File: src/rtl/pfil_pkg.sv
// fault interrupt logic: shared constants, flag layout and state codes
// assumes a single 125 MHz core clock and an active-low async reset
package pfil_pkg;

  // ==========================================================================
  // sizes
  localparam int NUM_REG = 4;   // regulators with under/overvoltage sense
  localparam int NUM_MON = 2;   // external voltage monitors
  localparam int NUM_GRP = 4;   // rail groups
  localparam int GRP_W = 2;     // group select width
  localparam int TRIG_W = 2;    // rail trigger code width per group
  localparam int DEST_W = 2;    // startup destination width
  localparam int NUM_HITS = 4;  // one per trigger code

  // ==========================================================================
  // flag vector layout (live sources first, same index in live vector)
  localparam int F_REG_UV = 0;
  localparam int F_REG_OV = 4;
  localparam int F_SUP_OV = 8;
  localparam int F_SUP_UV = 9;
  localparam int F_MON_OV = 10;
  localparam int F_MON_UV = 12;
  localparam int F_MON_RV = 14;
  localparam int F_TWARN = 16;
  localparam int F_TSD_ORD = 17;
  localparam int F_TSD_IMM = 18;
  localparam int F_BIST = 19;
  localparam int F_CRC = 20;
  localparam int NUM_LIVE = 19;
  localparam int NUM_FLAG = 21;

  // flags a mask can gate
  localparam logic [NUM_FLAG-1:0] FLAG_MASKABLE = 21'h193fff;
  // flags that report a live status bit
  localparam logic [NUM_FLAG-1:0] FLAG_HAS_LIVE = 21'h073fff;
  // flags whose clear is refused while the condition persists
  localparam logic [NUM_FLAG-1:0] FLAG_HOLD = 21'h013fff;

  // ==========================================================================
  // rail trigger codes per group
  localparam logic [TRIG_W-1:0] TRIG_NONE = 2'h0;
  localparam logic [TRIG_W-1:0] TRIG_ALARM = 2'h1;
  localparam logic [TRIG_W-1:0] TRIG_ORDERLY = 2'h2;
  localparam logic [TRIG_W-1:0] TRIG_IMMED = 2'h3;

  // ==========================================================================
  // reset values
  localparam logic [DEST_W-1:0] DEST_RST = 2'h0;

  // shutdown sequencer states
  typedef enum logic [1:0] {
    ST_RUN = 2'b00,
    ST_THERM_ORD = 2'b01,
    ST_THERM_IMM = 2'b10,
    ST_FAULT = 2'b11
  } pfil_state_t;

endpackage

File: src/rtl/pfil_flag.sv
// fault interrupt logic: bank of sticky write-one-to-clear flags
// assumes set, hold and clear come from logic on the same clock
`timescale 1ns/1ps
`default_nettype none
module pfil_flag #(
  parameter int W = 8
) (
  input wire logic clk_in,
  input wire logic nrst_in,
  input wire logic [W-1:0] set_in,
  input wire logic [W-1:0] hold_in,
  input wire logic [W-1:0] clear_in,
  output logic [W-1:0] flag_out
);

  typedef struct packed {
    logic [W-1:0] flag;
  } pfil_flag_s_t;

  pfil_flag_s_t s;
  pfil_flag_s_t next_s;

  // ==========================================================================
  // set beats clear; clear refused while hold is high
  always_comb begin
    next_s = s;
    next_s.flag = set_in | (s.flag & ~(clear_in & ~hold_in));
  end

  // state register
  always_ff @(posedge clk_in or negedge nrst_in) begin
    if (!nrst_in) begin
      s <= '0;
    end else begin
      s <= next_s;
    end
  end

  assign flag_out = s.flag;

endmodule // pfil_flag
`default_nettype wire

File: src/rtl/pfil_top.sv
// fault interrupt logic: flags, triggers and thermal/fault shutdown sequencer
// assumes analog comparator levels are asynchronous; clears, masks, config
// and the self-test and crc pulses come from logic on clk_in
`timescale 1ns/1ps
`default_nettype none
module pfil_top (
  input wire logic clk_in,
  input wire logic nrst_in,
  input wire logic [pfil_pkg::NUM_REG-1:0] reg_undervolt_in,
  input wire logic [pfil_pkg::NUM_REG-1:0] reg_overvolt_in,
  input wire logic supply_overvolt_in,
  input wire logic supply_undervolt_in,
  input wire logic [pfil_pkg::NUM_MON-1:0] monitor_overvolt_in,
  input wire logic [pfil_pkg::NUM_MON-1:0] monitor_undervolt_in,
  input wire logic [pfil_pkg::NUM_MON-1:0] monitor_residual_in,
  input wire logic thermal_warning_in,
  input wire logic thermal_orderly_in,
  input wire logic thermal_immediate_in,
  input wire logic self_test_fail_in,
  input wire logic reg_crc_error_in,
  input wire logic [pfil_pkg::NUM_FLAG-1:0] flag_clear_in,
  input wire logic [pfil_pkg::NUM_FLAG-1:0] flag_mask_in,
  input wire logic [pfil_pkg::NUM_REG*pfil_pkg::GRP_W-1:0]
    regulator_group_select_in,
  input wire logic [pfil_pkg::GRP_W-1:0] supply_group_select_in,
  input wire logic [pfil_pkg::NUM_MON*pfil_pkg::GRP_W-1:0]
    monitor_group_select_in,
  input wire logic [pfil_pkg::NUM_GRP*pfil_pkg::TRIG_W-1:0]
    group_rail_trigger_in,
  input wire logic [pfil_pkg::NUM_MON-1:0] monitor_residual_check_select_in,
  input wire logic [pfil_pkg::DEST_W-1:0] startup_destination_state_in,
  output logic [pfil_pkg::NUM_REG-1:0] reg_undervolt_flag_out,
  output logic [pfil_pkg::NUM_REG-1:0] reg_overvolt_flag_out,
  output logic supply_overvolt_flag_out,
  output logic supply_undervolt_flag_out,
  output logic [pfil_pkg::NUM_MON-1:0] monitor_overvolt_flag_out,
  output logic [pfil_pkg::NUM_MON-1:0] monitor_undervolt_flag_out,
  output logic [pfil_pkg::NUM_MON-1:0] monitor_residual_flag_out,
  output logic thermal_warning_flag_out,
  output logic thermal_orderly_shutdown_flag_out,
  output logic thermal_immediate_shutdown_flag_out,
  output logic self_test_failure_flag_out,
  output logic reg_crc_error_flag_out,
  output logic [pfil_pkg::NUM_FLAG-1:0] live_status_out,
  output logic int_req_out,
  output logic mcu_alarm_out,
  output logic moderate_error_flag_out,
  output logic severe_error_flag_out,
  output logic regs_disable_out,
  output logic pulldown_en_out,
  output logic gpio_low_seq_out,
  output logic gpio_low_now_out,
  output logic restart_out,
  output logic [pfil_pkg::DEST_W-1:0] restart_dest_out
);
  import pfil_pkg::*;

  typedef struct packed {
    logic [NUM_LIVE-1:0] sync1;
    logic [NUM_LIVE-1:0] sync2;
    logic [NUM_LIVE-1:0] prev;
    logic [NUM_FLAG-1:0] live;
    pfil_state_t st;
    logic int_req;
    logic alarm;
    logic moderate;
    logic severe;
    logic dis;
    logic pd;
    logic gseq;
    logic gnow;
    logic restart;
    logic [DEST_W-1:0] dest;
  } pfil_top_s_t;

  pfil_top_s_t s;
  pfil_top_s_t next_s;
  logic [NUM_LIVE-1:0] raw;
  logic [NUM_LIVE-1:0] live_g;
  logic [NUM_LIVE-1:0] rise;
  logic [NUM_HITS-1:0] hits;
  logic [NUM_FLAG-1:0] flag_q;
  logic [NUM_FLAG-1:0] set_v;
  logic [NUM_FLAG-1:0] hold_v;
  logic [NUM_FLAG-1:0] eff_mask;
  logic cooled;

  // trigger code of the group a source belongs to
  function automatic logic [TRIG_W-1:0] trig_code(
    input logic [GRP_W-1:0] g);
    trig_code = group_rail_trigger_in[g*TRIG_W +: TRIG_W];
  endfunction

  // ==========================================================================
  // flag bank
  // asynchronous comparator levels in flag order
  assign raw = {thermal_immediate_in, thermal_orderly_in, thermal_warning_in,
    monitor_residual_in, monitor_undervolt_in, monitor_overvolt_in,
    supply_undervolt_in, supply_overvolt_in, reg_overvolt_in,
    reg_undervolt_in};

  // live sources set; crc and self-test pulses set directly
  assign set_v = {reg_crc_error_in, self_test_fail_in, live_g};
  // clear refused while fault persists
  assign hold_v = {2'h0, s.sync2} & FLAG_HOLD;
  // residual and shutdown flags cannot be masked
  assign eff_mask = flag_mask_in & FLAG_MASKABLE;
  assign cooled = ~|s.sync2[F_TWARN +: 3];

  pfil_flag #(
    .W(NUM_FLAG)
  ) u_flags (
    .clk_in(clk_in),
    .nrst_in(nrst_in),
    .set_in(set_v),
    .hold_in(hold_v),
    .clear_in(flag_clear_in),
    .flag_out(flag_q)
  );

  // ==========================================================================
  // next state
  always_comb begin
    next_s = s;
    // two-flop synchroniser, then edge history
    next_s.sync1 = raw;
    next_s.sync2 = s.sync1;
    next_s.prev = s.sync2;
    // residual check disabled means no flag and no trigger
    live_g = s.sync2;
    live_g[F_MON_RV +: NUM_MON] = s.sync2[F_MON_RV +: NUM_MON] &
      monitor_residual_check_select_in;
    rise = live_g & ~s.prev;
    // grouped rail triggers
    hits = '0;
    for (int i = 0; i < NUM_REG; i++) begin
      if (rise[F_REG_UV+i] || rise[F_REG_OV+i]) begin
        hits[trig_code(regulator_group_select_in[i*GRP_W +: GRP_W])] = 1'b1;
      end
    end
    if (rise[F_SUP_OV] || rise[F_SUP_UV]) begin
      hits[trig_code(supply_group_select_in)] = 1'b1;
    end
    for (int i = 0; i < NUM_MON; i++) begin
      if (rise[F_MON_OV+i] || rise[F_MON_UV+i] ||
          rise[F_MON_RV+i]) begin
        hits[trig_code(monitor_group_select_in[i*GRP_W +: GRP_W])] = 1'b1;
      end
    end
    // fixed moderate and severe sources
    if (rise[F_TSD_ORD] || self_test_fail_in || reg_crc_error_in) begin
      hits[TRIG_ORDERLY] = 1'b1;
    end
    if (rise[F_TSD_IMM]) begin
      hits[TRIG_IMMED] = 1'b1;
    end
    // thermal warning raises nothing besides its flag
    next_s.alarm = hits[TRIG_ALARM];
    next_s.moderate = hits[TRIG_ORDERLY];
    next_s.severe = hits[TRIG_IMMED];
    next_s.live = {2'h0, s.sync2} & FLAG_HAS_LIVE;
    next_s.int_req = |(flag_q & ~eff_mask);
    next_s.restart = 1'b0;
    // shutdown sequencer
    unique case (s.st)
      ST_RUN: begin
        if (rise[F_TSD_IMM]) begin
          next_s.st = ST_THERM_IMM;
        end else if (rise[F_TSD_ORD]) begin
          next_s.st = ST_THERM_ORD;
        end else if (self_test_fail_in || reg_crc_error_in) begin
          next_s.st = ST_FAULT;
        end
      end
      ST_THERM_ORD, ST_THERM_IMM: begin
        if (rise[F_TSD_IMM]) begin
          next_s.st = ST_THERM_IMM;
        end else if (cooled) begin
          next_s.st = ST_RUN;
          next_s.restart = 1'b1;
          next_s.dest = startup_destination_state_in;
        end
      end
      ST_FAULT: begin
        if (rise[F_TSD_IMM]) begin
          next_s.st = ST_THERM_IMM;
        end else if (rise[F_TSD_ORD]) begin
          next_s.st = ST_THERM_ORD;
        end else begin
          next_s.st = ST_RUN;
          next_s.restart = 1'b1;
          next_s.dest = startup_destination_state_in;
        end
      end
    endcase
    // power outputs follow the new state
    next_s.dis = (next_s.st != ST_RUN);
    next_s.pd = (next_s.st == ST_THERM_IMM);
    next_s.gseq = (next_s.st == ST_THERM_ORD);
    next_s.gnow = (next_s.st == ST_THERM_IMM) || (next_s.st == ST_FAULT);
  end

  // state register
  always_ff @(posedge clk_in or negedge nrst_in) begin
    if (!nrst_in) begin
      s <= '0;
      s.st <= ST_RUN;
      s.dest <= DEST_RST;
    end else begin
      s <= next_s;
    end
  end

  // ==========================================================================
  // outputs
  assign reg_undervolt_flag_out = flag_q[F_REG_UV +: NUM_REG];
  assign reg_overvolt_flag_out = flag_q[F_REG_OV +: NUM_REG];
  assign supply_overvolt_flag_out = flag_q[F_SUP_OV];
  assign supply_undervolt_flag_out = flag_q[F_SUP_UV];
  assign monitor_overvolt_flag_out = flag_q[F_MON_OV +: NUM_MON];
  assign monitor_undervolt_flag_out = flag_q[F_MON_UV +: NUM_MON];
  assign monitor_residual_flag_out = flag_q[F_MON_RV +: NUM_MON];
  assign thermal_warning_flag_out = flag_q[F_TWARN];
  assign thermal_orderly_shutdown_flag_out = flag_q[F_TSD_ORD];
  assign thermal_immediate_shutdown_flag_out = flag_q[F_TSD_IMM];
  assign self_test_failure_flag_out = flag_q[F_BIST];
  assign reg_crc_error_flag_out = flag_q[F_CRC];
  assign live_status_out = s.live;
  assign int_req_out = s.int_req;
  assign mcu_alarm_out = s.alarm;
  assign moderate_error_flag_out = s.moderate;
  assign severe_error_flag_out = s.severe;
  assign regs_disable_out = s.dis;
  assign pulldown_en_out = s.pd;
  assign gpio_low_seq_out = s.gseq;
  assign gpio_low_now_out = s.gnow;
  assign restart_out = s.restart;
  assign restart_dest_out = s.dest;
endmodule // pfil_top
`default_nettype wire

File: config.mk
export PLATFORM = sky130hd
export DESIGN_NAME = pfil_top
export DESIGN_NICKNAME = d
export VERILOG_FILES = /design/src/rtl/pfil_pkg.sv /design/src/rtl/pfil_flag.sv /design/src/rtl/pfil_top.sv
export SDC_FILE = /design/constraint.sdc
export NUM_CORES = 1
export LEC_CHECK = 0
export ABC_AREA = 1
export BUFFER_PORTS_ARGS = -buffer_cell sky130_fd_sc_hd__buf_4
export CORE_MARGIN = 2
export CORE_UTILIZATION = 40
export CTS_CLUSTER_DIAMETER = 60
export DETAILED_ROUTE_END_ITERATION = 16
export PLACE_DENSITY = 0.67
export SYNTH_ARGS = -nofsm -noshare
export SYNTH_HDL_FRONTEND = slang
export SYNTH_SLANG_ARGS = --single-unit
File: constraint.sdc
create_clock -name clk_in -period 1.7 [get_ports clk_in]
set_input_delay 0.34 -clock clk_in [delete_from_list [all_inputs] [get_ports clk_in]]
set_output_delay 0.34 -clock clk_in [all_outputs]
set_load 0.05 [all_outputs]
==> summary.md <==
| Metric | Value |
|---|---|
| Synth area leader | `dfrtp_1` |
| Count leader, synth | `nand2_1` |
| Synth top cells by count | `nand2_1, dfrtp_1, inv_1` |
| Critical path launch point type | `flip-flop` |
| Worst vdd ir | `0.0006293 V` |
| Total core area | `9774 um2` |
| Syn avg cell area | `8.331 um2` |
| Leakage | `2.972 nW` |
| Max Clock Skew | `0.007161 ns` |
| Setup TNS | `0 ns` |
| Fin nets | `704` |
| Vias in the first global route | `3588` |
| Post-Route Utilization | `0.5403` |
| # H-tree levels | `3` |
| DP HPWL | `7711 um` |
| Dpl ws | `0.2780 ns` |
| Post-synthesis cell area | `4024 um2` |
| N_diodes | `0` |
| Critical Path Sink | `pulldown_en_out` |
| Share of the synthesized area in the top cell type | `0.5597` |
| RR Startpoint | `gpio_low_now_out` |
| Later-pin clock latency in the skew report | `0.35 ns` |
| Critical-path top delay cell | `dfrtp_1` |
| Initial detailed-routing violation count | `110` |
| Max-cap violations | `0` |
| Final wirelength | `9766 um` |
| Post-cts repair resize count | `0` |
| Grt total ovfl | `0` |
| RSZ-0062 raised after global routing | `false` |
| Seq/Total Area, Yosys | `0.5597` |
| Residual DRC | `0` |
| RR Endpoint | `pulldown_en_out` |
| Fillcell total | `914` |
| Vias | `3438` |
| CP startpoint | `gpio_low_now_out` |
| Global Route Usage Sum | `0.1871` |
| Synth Register Bits | `90` |
| Crit path cell chain | `inv_1 > ha_1 > o21ai_0 > inv_1 > o21ai_1 > inv_1 > nand2_1 > nand2_1 > inv_1` |
| Post-synthesis cell type count | `24` |
| Clock transition at path regs | `0.09 ns` |
| Routed Antenna Nets | `0` |
| Max Clk Rate | `694.9 MHz` |
| DR vias/cell | `4.596` |
| WP data required | `2.00 ns` |
| Post-synth EDFFs | `0` |
| FFs w/ async S/R, synth | `1.000` |
| TritonCTS clock tree | `yes` |
| Internal reg-to-reg setup slack | `0.26 ns` |
| Antenna violations before repair | `0` |
| Top cells by area, synth | `dfrtp_1, nand2_1, nand3_1` |
| Layout area overhead | `31.25%` |
| Final WS setup | `0.2609 ns` |
| Final slew viol count | `0` |
| Die width | `104.3 um` |
| Row count | `36` |
| Worst Path Arrival | `1.74 ns` |
| Register-to-Register Path Depth | `9` |
| Worst Path Class, Setup | `flip-flop to flip-flop` |
| Maximum number of pins on one net before global-route repair | `33` |
| Post-Syn Instances | `483` |
| Warnings from Yosys | `0` |
| Pwr Density | `1049 nW/um2` |
| Routed len/inst | `13.06 um` |
| Die ar. | `10880 um2` |
| First-pass GRT wire length | `16150 um` |
| GP Congestion | `0.7995` |
| DR pass1 iterations | `4` |
| I/O Pins | `144` |
| Num Clock Sinks | `90` |
| Worst-path fanout max | `6` |
| Worst min path class | `primary input to flip-flop` |
| Final Critical Period | `1.439 ns` |
| Critical path's largest stage delay | `0.39 ns` |
| PortBufs | `135` |
| Crit end category | `flip-flop` |
| WHS | `0.08321 ns` |
| Final setup vio count | `0` |
| Clock Path Buffers | `2` |
| CTS root buf | `clkbuf_8` |
| Most frequent CP cell | `inv_1` |
| Starting Density | `0.4117` |
| Die Height | `104.3 um` |
| Run status | `finished, final reports clean` |
| Final period util | `0.8465` |
| Final Hold Fails | `0` |
| Num CTS Buffers | `9` |
| Share of layout cells above drive strength 1 | `0.2797` |
| Top FF cell, synth | `dfrtp_1` |
## critical path: cells and delay by family, from the launching register on
kind	cells	cell delay [ns]
fa+ha+maj	1	0.26
compound gates	2	0.34
simple gates	2	0.12
buf+inv	4	0.26
flops	1	0.39
## per-layer routing
metal  up-vias  track usage  wire length [um]
met4         0      0.09266               204
met3        19      0.04825               685
met5         -            0                 0
met1      1566       0.2265              4148
met2       124       0.3091              4728
li1       1729            -                 -
## repair_timing
| item | in CTS | in global routing |
|---|---|---|
| buffers inserted | 0 | 0 |
| endpoints found under the setup margin | 0 | 0 |
| hold endpoints to repair | 24 | 0 |
| hold buffers | 1 | 0 |
## sequential cells by signal, summed over array words and instances (netlist names)
name,cells
gpio_low_now_out,1
gpio_low_seq_out,1
hold_v,15
int_req_out,1
live_g,2
live_status_out,1
mcu_alarm_out,1
moderate_error_flag_out,1
next_s,21
pulldown_en_out,1
regs_disable_out,1
restart_dest_out,2
restart_out,1
s,19
severe_error_flag_out,1
u_flags.flag_out,21
## layout by cell type (no fill, tap or decap), drive strengths merged
cell	netlist	final
nand3b	2	2
clkinvlp	0	2
inv	79	80
nor2	17	17
nor3	1	1
clkinv	0	2
a21oi	1	1
o22ai	6	6
a31oi	1	1
o21bai	5	5
o21ai	19	19
nor4	1	1
nand3	58	58
dfrtp	90	90
dlygate4sd3	0	1
o211ai	2	2
buf	25	138
clkbuf	0	9
nand2	162	162
nand4	4	4
o2111ai	1	1
conb	1	4
bufinv	0	1
or2	6	6
ha	2	2
## worst min-delay path by stage
stage | cells after the start | from | endpoint
floorplan | 0 | nrst_in | gpio_low_now_out
global placement | 1 | nrst_in | u_flags.flag_out[9]
detailed placement | 1 | nrst_in | u_flags.flag_out[9]
CTS | 1 | thermal_orderly_in | next_s[70]
global route | 1 | supply_overvolt_in | next_s[61]
finish | 1 | thermal_orderly_in | next_s[70]
## power by group
part	internal [mW]	leakage, nW	total (mW)	switching (mW)
combinational	0.556	1.84	1.68	1.12
sequential	2.34	1.04	2.43	0.0959
clock	0.676	0.0917	1.43	0.749
total	3.57	2.97	5.54	1.97
## cell type report
class,count,area [um2],area share
clock buffer,9,123.9,0.02345
clock inverter,6,67.56,0.01279
inverter,79,296.5,0.05615
multi-input combinational,292,1304,0.2469
sequential,90,2252,0.4264
tap,133,166.4,0.03151
timing repair buffer,139,1071,0.2028
## logic make-up after synthesis
group           after synthesis  share of synthesized area
other cells                   1                  0.0009319
fa+ha+maj                     2                   0.006218
buf+inv                     104                     0.1191
compound gates               35                    0.05100
simple gates                251                     0.2631
flops                        90                     0.5597
## metrics by stage
| step | total power, mW | cell area [um2] | instances |
|---|---|---|---|
| 2_1_floorplan | 3.594 | 4035 | 486 |
| 3_5_place_dp | 4.161 | 5080 | 732 |
| 6_report | 5.537 | 5281 | 748 |
| 4_1_cts | 5.601 | 5281 | 748 |
| 3_3_place_gp | 4.120 | 5080 | 732 |
| 5_1_grt | 5.854 | 5281 | 748 |
Power figures use the tool's default switching activity.
